[config.mk]
export PLATFORM = sky130hd
export DESIGN_NAME = dnco_core
export DESIGN_NICKNAME = d
export VERILOG_FILES = /design/src/dnco_pkg.sv /design/src/dnco_fifo.sv /design/src/dnco_core.sv
export SDC_FILE = /design/constraint.sdc
export NUM_CORES = 1
export LEC_CHECK = 0
export ABC_AREA = 1
export ABC_CLOCK_PERIOD_IN_PS = 7000
export CAP_MARGIN = 20
export CORE_ASPECT_RATIO = 0.7
export CORE_MARGIN = 10
export CORE_UTILIZATION = 50
export DETAILED_ROUTE_END_ITERATION = 8
export DONT_BUFFER_PORTS = 1
export SETUP_SLACK_MARGIN = 0.15
export SLEW_MARGIN = 40
export SYNTH_ARGS = -nofsm -noshare
export SYNTH_HDL_FRONTEND = slang
export SYNTH_SLANG_ARGS = --single-unit
[constraint.sdc]
create_clock -name clk -period 7 [get_ports clk]
set_input_delay 0.7 -clock clk [delete_from_list [all_inputs] [get_ports clk]]
set_output_delay 0.7 -clock clk [all_outputs]
set_load 0.1 [all_outputs]
[src/dnco_pkg.sv]
// Shared constants for the numerically controlled oscillator core
package dnco_pkg;
  localparam int ACC_W = 28;
  localparam int PH_W = 12;
  localparam int AMP_W = 10;
  localparam int PADDR_W = 8;
  localparam logic [PADDR_W-1:0] OFS_TUNE_A = 8'h00;
  localparam logic [PADDR_W-1:0] OFS_TUNE_B = 8'h04;
  localparam logic [PADDR_W-1:0] OFS_PHASE_A = 8'h08;
  localparam logic [PADDR_W-1:0] OFS_PHASE_B = 8'h0c;
  localparam logic [PADDR_W-1:0] OFS_CTRL = 8'h10;
  localparam logic [PADDR_W-1:0] OFS_STATUS = 8'h14;
  localparam int CTRL_W = 7;
  localparam int CB_FREQ_CHOICE = 0;
  localparam int CB_FREQ_USE_PIN = 1;
  localparam int CB_PHASE_CHOICE = 2;
  localparam int CB_PHASE_USE_PIN = 3;
  localparam int CB_WAVE_MODE = 4;
  localparam int CB_DIG_OUT_EN = 5;
  localparam int CB_CMP_ROUTE = 6;
  localparam logic [CTRL_W-1:0] CTRL_RESET = 7'h00;
  localparam logic [ACC_W-1:0] TUNE_RESET = 28'h0000000;
  localparam logic [PH_W-1:0] PHASE_RESET = 12'h000;
  localparam logic [AMP_W-1:0] MID_CODE = 10'h200;
  localparam int FIFO_DEPTH = 8;
endpackage

[src/dnco_fifo.sv]
// Small synchronous FIFO with valid/ready on both sides
`timescale 1ns/10ps
module dnco_fifo #(
  parameter int WIDTH = 10,
  parameter int DEPTH = 8
) (
  // Clock and reset
  input wire logic clk,
  input wire logic flush,
  // Fill side
  input wire logic in_valid,
  output logic in_ready,
  input wire logic [WIDTH-1:0] in_data,
  // Drain side
  output logic out_valid,
  input wire logic out_ready,
  output logic [WIDTH-1:0] out_data,
  // Fill level
  output logic [$clog2(DEPTH+1)-1:0] level
);
  localparam int AW = $clog2(DEPTH);
  logic [WIDTH-1:0] mem [DEPTH];
  logic [AW-1:0] wr_ptr_r;
  logic [AW-1:0] rd_ptr_r;
  logic [$clog2(DEPTH+1)-1:0] count_r;
  wire push = in_valid && in_ready;
  wire pop = out_valid && out_ready;
  assign in_ready = (count_r != DEPTH[$clog2(DEPTH+1)-1:0]);
  assign out_valid = (count_r != '0);
  assign out_data = mem[rd_ptr_r];
  assign level = count_r;

  always_ff @(posedge clk)
  begin
    if (push)
    begin
      mem[wr_ptr_r] <= in_data;
    end
  end

  always_ff @(posedge clk)
  begin
    if (flush)
    begin
      wr_ptr_r <= '0;
      rd_ptr_r <= '0;
      count_r <= '0;
    end
    else
    begin
      // Pointer wrap assumes a power-of-two depth
      if (push)
        wr_ptr_r <= wr_ptr_r + 1'b1;
      if (pop)
        rd_ptr_r <= rd_ptr_r + 1'b1;
      count_r <= count_r + {{($clog2(DEPTH+1)-1){1'b0}}, push}
                 - {{($clog2(DEPTH+1)-1){1'b0}}, pop};
    end
  end
endmodule

[src/dnco_core.sv]
// Phase accumulator, phase offset, sine mapping and register slave
//
// Function
// - A 28-bit phase accumulator produces the waveform phase.
// - The accumulator wraps modulo 2^28, one full range being one waveform cycle.
// - The increment comes from one of two tuning words, chosen by a pin or a control bit.
// - Switching tuning words changes only the increment, never the accumulator value.
// - A 12-bit offset from the selected phase register is added to the accumulator top bits.
// - Two phase offset registers exist, each step being 1/4096 of a cycle.
// - The offset phase is truncated to 12 bits, which address the sine table.
// - The table returns 10-bit amplitude codes for the converter.
// - Waveform mode bit and digital output enable decide whether the sine table is used.
// - The comparator path is enabled only when route bit and output enable are both one.
// - The phase register is chosen by a phase select pin or a phase select control bit.
// - An active-high core reset clears the pipeline to a midscale output, sparing registers.
`timescale 1ns/10ps
module dnco_core (
  // Clock and reset
  input wire logic clk,
  input wire logic sys_rst,
  // Pipeline reset and select pins
  input wire logic core_reset,
  input wire logic freq_choice_pin,
  input wire logic phase_choice_pin,
  // APB slave
  input wire logic psel,
  input wire logic penable,
  input wire logic pwrite,
  input wire logic [dnco_pkg::PADDR_W-1:0] paddr,
  input wire logic [31:0] pwdata,
  output logic [31:0] prdata,
  output logic pready,
  output logic pslverr,
  // Converter side
  output logic [dnco_pkg::AMP_W-1:0] dac_data,
  output logic dac_valid,
  input wire logic dac_ready,
  output logic msb_out,
  output logic comparator_enable
);
  localparam int FL_W = $clog2(dnco_pkg::FIFO_DEPTH + 1);

  logic [dnco_pkg::ACC_W-1:0] tuning_word_a_r;
  logic [dnco_pkg::ACC_W-1:0] tuning_word_b_r;
  logic [dnco_pkg::PH_W-1:0] phase_offset_a_r;
  logic [dnco_pkg::PH_W-1:0] phase_offset_b_r;
  logic [dnco_pkg::CTRL_W-1:0] ctrl_r;
  logic [dnco_pkg::ACC_W-1:0] acc_r;
  logic [dnco_pkg::PH_W-1:0] phase_r;
  logic phase_ok_r;
  logic [dnco_pkg::AMP_W-1:0] dac_data_r;
  logic dac_valid_r;
  logic msb_out_r;
  logic comparator_enable_r;
  logic [31:0] prdata_r;
  logic pready_r;
  logic pslverr_r;
  logic fifo_in_ready;
  logic fifo_out_valid;
  logic [dnco_pkg::AMP_W-1:0] fifo_out_data;
  logic [FL_W-1:0] fifo_level;

  // Register decode
  wire access = psel && penable && !pready_r;
  wire wr_done = psel && penable && pready_r && pwrite;
  wire hit_tune_a = (paddr == dnco_pkg::OFS_TUNE_A);
  wire hit_tune_b = (paddr == dnco_pkg::OFS_TUNE_B);
  wire hit_phase_a = (paddr == dnco_pkg::OFS_PHASE_A);
  wire hit_phase_b = (paddr == dnco_pkg::OFS_PHASE_B);
  wire hit_ctrl = (paddr == dnco_pkg::OFS_CTRL);
  wire hit_status = (paddr == dnco_pkg::OFS_STATUS);
  wire hit_any = hit_tune_a || hit_tune_b || hit_phase_a || hit_phase_b || hit_ctrl
                 || hit_status;
  wire [31:0] status_word = {{(32-FL_W-dnco_pkg::PH_W){1'b0}}, fifo_level,
                             acc_r[dnco_pkg::ACC_W-1 -: dnco_pkg::PH_W]};
  wire [31:0] rd_mux =
    hit_tune_a ? {{(32-dnco_pkg::ACC_W){1'b0}}, tuning_word_a_r} :
    hit_tune_b ? {{(32-dnco_pkg::ACC_W){1'b0}}, tuning_word_b_r} :
    hit_phase_a ? {{(32-dnco_pkg::PH_W){1'b0}}, phase_offset_a_r} :
    hit_phase_b ? {{(32-dnco_pkg::PH_W){1'b0}}, phase_offset_b_r} :
    hit_ctrl ? {{(32-dnco_pkg::CTRL_W){1'b0}}, ctrl_r} :
    hit_status ? status_word : 32'h0000_0000;

  // Source selection
  wire freq_sel = ctrl_r[dnco_pkg::CB_FREQ_USE_PIN] ? freq_choice_pin
                  : ctrl_r[dnco_pkg::CB_FREQ_CHOICE];
  wire phase_sel = ctrl_r[dnco_pkg::CB_PHASE_USE_PIN] ? phase_choice_pin
                   : ctrl_r[dnco_pkg::CB_PHASE_CHOICE];
  wire [dnco_pkg::ACC_W-1:0] step = freq_sel ? tuning_word_b_r : tuning_word_a_r;
  wire [dnco_pkg::PH_W-1:0] offset = phase_sel ? phase_offset_b_r : phase_offset_a_r;
  wire wave_ramp = ctrl_r[dnco_pkg::CB_WAVE_MODE];
  wire dig_en = ctrl_r[dnco_pkg::CB_DIG_OUT_EN];
  wire cmp_route = ctrl_r[dnco_pkg::CB_CMP_ROUTE];

  // Stall only when the converter refuses data long enough to fill the FIFO
  wire advance = fifo_in_ready;
  wire [dnco_pkg::ACC_W-1:0] acc_nxt = acc_r + step;
  wire [dnco_pkg::PH_W-1:0] phase_nxt =
    acc_r[dnco_pkg::ACC_W-1 -: dnco_pkg::PH_W] + offset;

  // Parabolic half-wave keeps the table free of stored constants
  wire [dnco_pkg::PH_W-2:0] half = phase_r[dnco_pkg::PH_W-2:0];
  wire [dnco_pkg::PH_W-1:0] half_rest = {1'b1, {(dnco_pkg::PH_W-1){1'b0}}} - {1'b0, half};
  wire [2*dnco_pkg::PH_W-1:0] prod = {{(dnco_pkg::PH_W+1){1'b0}}, half} * {12'h000, half_rest};
  // Peak product is 2^20, so bits 20:11 span the full half-scale swing
  wire [dnco_pkg::AMP_W-1:0] mag_raw =
    prod[dnco_pkg::PH_W+dnco_pkg::AMP_W-2 -: dnco_pkg::AMP_W];
  wire [dnco_pkg::AMP_W-2:0] mag = (mag_raw > {1'b0, {(dnco_pkg::AMP_W-1){1'b1}}})
                                   ? {(dnco_pkg::AMP_W-1){1'b1}} : mag_raw[dnco_pkg::AMP_W-2:0];
  wire [dnco_pkg::AMP_W-1:0] sine_code = phase_r[dnco_pkg::PH_W-1]
                                         ? dnco_pkg::MID_CODE - {1'b0, mag}
                                         : dnco_pkg::MID_CODE + {1'b0, mag};
  wire [dnco_pkg::AMP_W-1:0] ramp_code = phase_r[dnco_pkg::PH_W-1]
                                         ? ~phase_r[dnco_pkg::PH_W-2 -: dnco_pkg::AMP_W]
                                         : phase_r[dnco_pkg::PH_W-2 -: dnco_pkg::AMP_W];
  wire use_sine = !wave_ramp || dig_en;
  wire [dnco_pkg::AMP_W-1:0] amp_code = use_sine ? sine_code : ramp_code;
  wire take_out = fifo_out_valid && (!dac_valid_r || dac_ready);

  // APB slave, one wait state
  always_ff @(posedge clk)
  begin
    if (sys_rst)
    begin
      pready_r <= 1'b0;
      pslverr_r <= 1'b0;
      prdata_r <= 32'h0000_0000;
    end
    else
    begin
      pready_r <= access;
      pslverr_r <= access && !hit_any;
      prdata_r <= (access && !pwrite) ? rd_mux : 32'h0000_0000;
    end
  end

  // Core reset leaves all of these alone
  always_ff @(posedge clk)
  begin
    if (sys_rst)
    begin
      tuning_word_a_r <= dnco_pkg::TUNE_RESET;
      tuning_word_b_r <= dnco_pkg::TUNE_RESET;
      phase_offset_a_r <= dnco_pkg::PHASE_RESET;
      phase_offset_b_r <= dnco_pkg::PHASE_RESET;
      ctrl_r <= dnco_pkg::CTRL_RESET;
    end
    else if (wr_done)
    begin
      if (hit_tune_a)
        tuning_word_a_r <= pwdata[dnco_pkg::ACC_W-1:0];
      if (hit_tune_b)
        tuning_word_b_r <= pwdata[dnco_pkg::ACC_W-1:0];
      if (hit_phase_a)
        phase_offset_a_r <= pwdata[dnco_pkg::PH_W-1:0];
      if (hit_phase_b)
        phase_offset_b_r <= pwdata[dnco_pkg::PH_W-1:0];
      if (hit_ctrl)
        ctrl_r <= pwdata[dnco_pkg::CTRL_W-1:0];
    end
  end

  // Accumulator and phase stage
  always_ff @(posedge clk)
  begin
    if (sys_rst || core_reset)
    begin
      acc_r <= '0;
      phase_r <= '0;
      phase_ok_r <= 1'b0;
    end
    else if (advance)
    begin
      acc_r <= acc_nxt;
      phase_r <= phase_nxt;
      phase_ok_r <= 1'b1;
    end
  end

  // Output stage
  always_ff @(posedge clk)
  begin
    if (sys_rst || core_reset)
    begin
      dac_data_r <= dnco_pkg::MID_CODE;
      dac_valid_r <= 1'b0;
      msb_out_r <= 1'b0;
      comparator_enable_r <= 1'b0;
    end
    else
    begin
      if (take_out)
        dac_data_r <= fifo_out_data;
      if (take_out || dac_ready)
        dac_valid_r <= fifo_out_valid;
      msb_out_r <= dig_en && !cmp_route && phase_r[dnco_pkg::PH_W-1];
      comparator_enable_r <= dig_en && cmp_route;
    end
  end

  dnco_fifo #(
    .WIDTH(dnco_pkg::AMP_W),
    .DEPTH(dnco_pkg::FIFO_DEPTH)
  ) u_fifo (
    .clk(clk),
    .flush(sys_rst || core_reset),
    .in_valid(phase_ok_r),
    .in_ready(fifo_in_ready),
    .in_data(amp_code),
    .out_valid(fifo_out_valid),
    .out_ready(!dac_valid_r || dac_ready),
    .out_data(fifo_out_data),
    .level(fifo_level)
  );

  assign prdata = prdata_r;
  assign pready = pready_r;
  assign pslverr = pslverr_r;
  assign dac_data = dac_data_r;
  assign dac_valid = dac_valid_r;
  assign msb_out = msb_out_r;
  assign comparator_enable = comparator_enable_r;

  // Checks
  wire run = !sys_rst && !core_reset;

  a_acc_step: assert property (@(posedge clk) disable iff (sys_rst)
    run && advance |=> core_reset || acc_r == $past(acc_r) + $past(step))
    else $error("accumulator did not add the selected step");
  a_acc_hold: assert property (@(posedge clk) disable iff (sys_rst)
    run && !advance |=> core_reset || $stable(acc_r))
    else $error("accumulator moved while stalled");
  a_step_select: assert property (@(posedge clk) disable iff (sys_rst)
    step == ((ctrl_r[1] ? freq_choice_pin : ctrl_r[0]) ? tuning_word_b_r : tuning_word_a_r))
    else $error("wrong tuning word selected");
  a_phase_offset: assert property (@(posedge clk) disable iff (sys_rst)
    run && advance |=> core_reset ||
      phase_r == $past(acc_r[dnco_pkg::ACC_W-1 -: dnco_pkg::PH_W]) +
                 $past(phase_sel ? phase_offset_b_r : phase_offset_a_r))
    else $error("phase offset sum wrong");
  a_ramp_path: assert property (@(posedge clk) disable iff (sys_rst)
    wave_ramp && !dig_en |-> amp_code == ramp_code)
    else $error("ramp mode used the sine table");
  a_sine_mid: assert property (@(posedge clk) disable iff (sys_rst)
    use_sine && phase_r == '0 |-> amp_code == dnco_pkg::MID_CODE)
    else $error("sine code at zero phase not midscale");
  a_cmp_gate: assert property (@(posedge clk) disable iff (sys_rst)
    ##1 comparator_enable == ($past(dig_en && cmp_route) && !$past(core_reset)))
    else $error("comparator enable not gated by both bits");
  a_reset_mid: assert property (@(posedge clk) disable iff (sys_rst)
    core_reset |=> dac_data == dnco_pkg::MID_CODE && !dac_valid && acc_r == '0)
    else $error("core reset did not give midscale");
  a_regs_kept: assert property (@(posedge clk) disable iff (sys_rst)
    core_reset && !wr_done |=> $stable(tuning_word_a_r) && $stable(phase_offset_b_r)
      && $stable(ctrl_r))
    else $error("core reset disturbed a register");
  a_apb_answer: assert property (@(posedge clk) disable iff (sys_rst)
    psel && penable && !pready |=> pready)
    else $error("apb answer late");

  c_freq_switch: cover property (@(posedge clk) run && $changed(freq_sel));
  c_fifo_full: cover property (@(posedge clk) run && !fifo_in_ready);
  c_ramp_out: cover property (@(posedge clk) dac_valid && wave_ramp && !dig_en);
  c_acc_wrap: cover property (@(posedge clk) run && advance && acc_nxt < acc_r);
endmodule

==> metrics.json <==
{
  "setup_path": {
    "crit_slowest_cell": "sky130_fd_sc_hd__fa_1",
    "worst-endpoint-arrival_ns": 6.80,
    "startpoint_type": "flip-flop",
    "critPathKind": "flip-flop to flip-flop",
    "rr_startpoint": "phase_r[1]",
    "delay_of_the_slowest_critical_path_stage_ns": 0.54,
    "critical_path.startpoint": "phase_r[1]",
    "crit_path_frequent_cell": "sky130_fd_sc_hd__inv_1",
    "critPathMaxFanout": 8,
    "crit_path_end_kind": "flip-flop",
    "critPathRequiredTime_ns": 7.29
  },
  "global_routing": {
    "antenna_found_initial": 1,
    "first_global_vias": 13458,
    "grt_pass1_wl_um": 74500,
    "grt_start_max_net_pins": 91,
    "global_route.usage.total_pct": 21.6,
    "grt_overflow": 0
  },
  "floorplan": {
    "floorplan.core_area_um2": 33800,
    "fp.dieH_um": 175,
    "fp-row-count": 56,
    "dieWidth_um": 242,
    "floorplan.io_pins": 96,
    "start_util_pct": 51.1,
    "die_area_um2": 42500
  },
  "timing": {
    "final.setup.tns_ns": 0,
    "fin_crit_sh_pct": 93.1,
    "setup_viol": 0,
    "worst-slew-pin-transition_ns": 0.849,
    "unrepaired_setup_endpoints_after_global_routing": "false",
    "timing_max_transition_violations_final": 0,
    "max-slew-margin-rel_pct": 43.3,
    "finClkSkew_ns": 0.0268,
    "fin_crit_period_ns": 6.52,
    "timing.final.hold_violations": 0,
    "maxClockFrequency_mhz": 153
  },
  "logic_synthesis": {
    "number_of_flops_mapped_to_enable_cells_by_yosys": 80,
    "distinct_cells_synth": 52,
    "yosys.area.top_type": "sky130_fd_sc_hd__dfxtp_1",
    "ys.warnings.count": 0,
    "avgSynthCellArea_um2": 7.88,
    "post_synth_main_area_contributors": "sky130_fd_sc_hd__dfxtp_1, sky130_fd_sc_hd__edfxtp_1, sky130_fd_sc_hd__fa_1, sky130_fd_sc_hd__nand2_1, sky130_fd_sc_hd__ha_1",
    "synth_common_cells": "sky130_fd_sc_hd__nand2_1, sky130_fd_sc_hd__inv_1, sky130_fd_sc_hd__nor2_1",
    "synth_sequential_area_ratio_pct": 34.9,
    "synthesis_stage_register_bit_count": 261,
    "synthesis.area_um2": 17300,
    "synth_ff_type": "sky130_fd_sc_hd__dfxtp_1",
    "post-synth-top-count-cell": "sky130_fd_sc_hd__nand2_1",
    "synth.top_cell.area_share_pct": 21.0,
    "number_of_instances_in_the_synthesized_netlist": 2189,
    "synthArstFlopShare_pct": 0
  },
  "finish": {
    "finish.instance_area_um2": 18800,
    "final_net_count": 2417,
    "area_growth_syn_to_layout_pct": 9.25,
    "multiInputGateArea_um2": 9750,
    "sequential_cell_area_um2": 6080,
    "fillerInstances": 3208,
    "layoutNonFillerInstCount": 2655,
    "drive_gt1_share_pct": 9.13
  },
  "cts": {
    "hold_buffers": 0,
    "clock_pin_slew_reported_for_the_worst_setup_and_hold_paths_after_clock_tree_synthesis_ns": 0.06,
    "clock_insertion_delay_worst_skew_ns": 0.57,
    "cts_buffers": 27,
    "cts-root-buf": "sky130_fd_sc_hd__clkbuf_16",
    "cts_max_level": 1,
    "cts_tree": "built",
    "clock_sinks": 261,
    "cts_max_path_buffers": 3
  },
  "worst_hold_path": {
    "hold_start": "sys_rst",
    "min_path_type": "primary input to flip-flop"
  },
  "route": {
    "drtAntennaViolNets": 0,
    "detailroute.via_count": 14440,
    "residual_drc": 0,
    "drt_iter0_markers": 1318,
    "post_drt_wl_per_cell_um": 17.8,
    "wl_um": 47300,
    "avgViaCountPerCell": 5.44,
    "drt_pre_antenna_iters": 6
  },
  "power": {
    "total_power_divided_by_cell_area_nw_per_um2": 288,
    "p_leak_nw": 8.44,
    "peakVddDrop_v": 0.000205,
    "totalPowerFinal_w": 0.00543
  },
  "job": {
    "max-cap-violations": 0
  },
  "placement": {
    "gpl.final_weighted_congestion": 0.928,
    "place.detailed.instances": 2604,
    "placed_cell_area_um2": 17800,
    "numPortBuffers": 0,
    "hpwl_detailed_um": 35400
  },
  "status": {
    "status": "completed"
  }
}
[flip-flops by register name, summed over array words and instances, names as in the netlist, 10 cells and up]
| signal | flops |
|---|---|
| tuning_word_b_r | 28 |
| phase_r | 12 |
| tuning_word_a_r | 28 |
| phase_offset_a_r | 12 |
| u_fifo.mem | 80 |
| acc_r | 28 |
| phase_offset_b_r | 12 |
| prdata | 28 |
| dac_data | 10 |
[worst max-delay path, delay by kind of cell, from the launching register on]
family | cells | cell delay [ns]
AO/OA/AOI/OAI | 1 | 0.26
adder cells (fa/ha/maj) | 8 | 3.49
buffers and inverters | 7 | 0.55
flip-flops | 1 | 0.37
AND/OR/NAND/NOR | 12 | 1.56
[path summary, 6_finish.rpt]
check / to / slack, ns / cells after the start
setup / recovery: u_fifo.mem[0][8] / 0.48 / 28
setup reg to reg: u_fifo.mem[0][8] / 0.48 / 28
hold reg to reg: prdata[18] / 0.45 / 2
hold / removal: tuning_word_b_r[20] / 0.22 / 1
[kinds of logic (layout without fill, tap and decap cells)]
kind of cell	Yosys count	in the layout	share of synthesized area [%]
other cells	2	14	0.0435
flops	261	261	34.9
xor+xnor	29	29	1.47
fa+ha+maj	198	198	18.3
mux	1	1	0.0653
simple gates	787	787	18.9
buf+inv	428	418	9.54
compound gates	483	483	16.8
[layer usage]
layer  vias up  global-route usage, %  routed length (µm)
li1       7115                      -                   -
met1      6773                   32.9               22900
met2       501                   31.4               20000
met3        51                   4.06                3840
met4         0                   3.68                 600
met5         -                      0                   0
[power by group]
| part | switching [W] | internal, W | total, W |
|---|---|---|---|
| Clock | 0.000616 | 0.000889 | 0.00151 |
| Combinational | 0.00129 | 0.000629 | 0.00191 |
| Sequential | 0.000221 | 0.00179 | 0.00201 |
[layout by cell type, fill, tap and decap left out, types with 5 or more instances in the layout]
cell | synthesis | routed
sky130_fd_sc_hd__clkbuf_1 | 66 | 6
sky130_fd_sc_hd__nand3_1 | 47 | 46
sky130_fd_sc_hd__o221ai_1 | 12 | 12
sky130_fd_sc_hd__a211oi_1 | 63 | 63
sky130_fd_sc_hd__conb_1 | 2 | 13
sky130_fd_sc_hd__or2_2 | 5 | 5
sky130_fd_sc_hd__buf_4 | 7 | 32
sky130_fd_sc_hd__ha_1 | 108 | 104
sky130_fd_sc_hd__a221oi_1 | 17 | 17
sky130_fd_sc_hd__clkinv_1 | 2 | 6
sky130_fd_sc_hd__nand2_2 | 9 | 16
sky130_fd_sc_hd__dfxtp_2 | 0 | 45
sky130_fd_sc_hd__nand4_1 | 13 | 13
sky130_fd_sc_hd__inv_2 | 10 | 10
sky130_fd_sc_hd__fa_1 | 90 | 90
sky130_fd_sc_hd__o21bai_1 | 22 | 22
sky130_fd_sc_hd__nor2_1 | 247 | 238
sky130_fd_sc_hd__edfxtp_1 | 80 | 80
sky130_fd_sc_hd__dfxtp_1 | 181 | 136
sky130_fd_sc_hd__a21oi_1 | 147 | 146
sky130_fd_sc_hd__a31oi_1 | 6 | 6
sky130_fd_sc_hd__xnor2_1 | 14 | 14
sky130_fd_sc_hd__clkbuf_16 | 0 | 28
sky130_fd_sc_hd__a21o_1 | 7 | 7
sky130_fd_sc_hd__o21ai_0 | 156 | 155
sky130_fd_sc_hd__o22ai_1 | 10 | 10
sky130_fd_sc_hd__nor2_2 | 11 | 19
sky130_fd_sc_hd__nor3_1 | 14 | 13
sky130_fd_sc_hd__xor2_1 | 15 | 15
sky130_fd_sc_hd__nand2_1 | 417 | 408
sky130_fd_sc_hd__o211ai_1 | 28 | 28
sky130_fd_sc_hd__inv_1 | 325 | 325
[what timing repair did]
action                                  in CTS  in global routing
buffers inserted                             0                  1
resized for setup                            1                 22
endpoints found under the setup margin       8                 80
pin swaps                                    0                  3
[layout make-up]
cell class              count  area share, %
clock buffers              38           4.13
diodes                      1         0.0133
clock inverters            11          0.777
repair buffers             32           1.27
multi-input cells        1511           51.7
well taps                 464           3.08
inverters                 337           6.71
flip-flops and latches    261           32.3
[metrics by stage]
stage | hold slack (ns) | setup WS, ns | utilization (%)
final | 0.220 | 0.485 | 55.8
after global routing | 0.198 | 0.137 | 55.8
after CTS | 0.192 | 0.176 | 55.5
after detailed placement | 0.444 | 0.131 | 52.8
after global placement | 0.450 | 0.232 | 52.5
after floorplan | 0.424 | 0.794 | -
No activity file was read; power rests on OpenSTA's default activity.
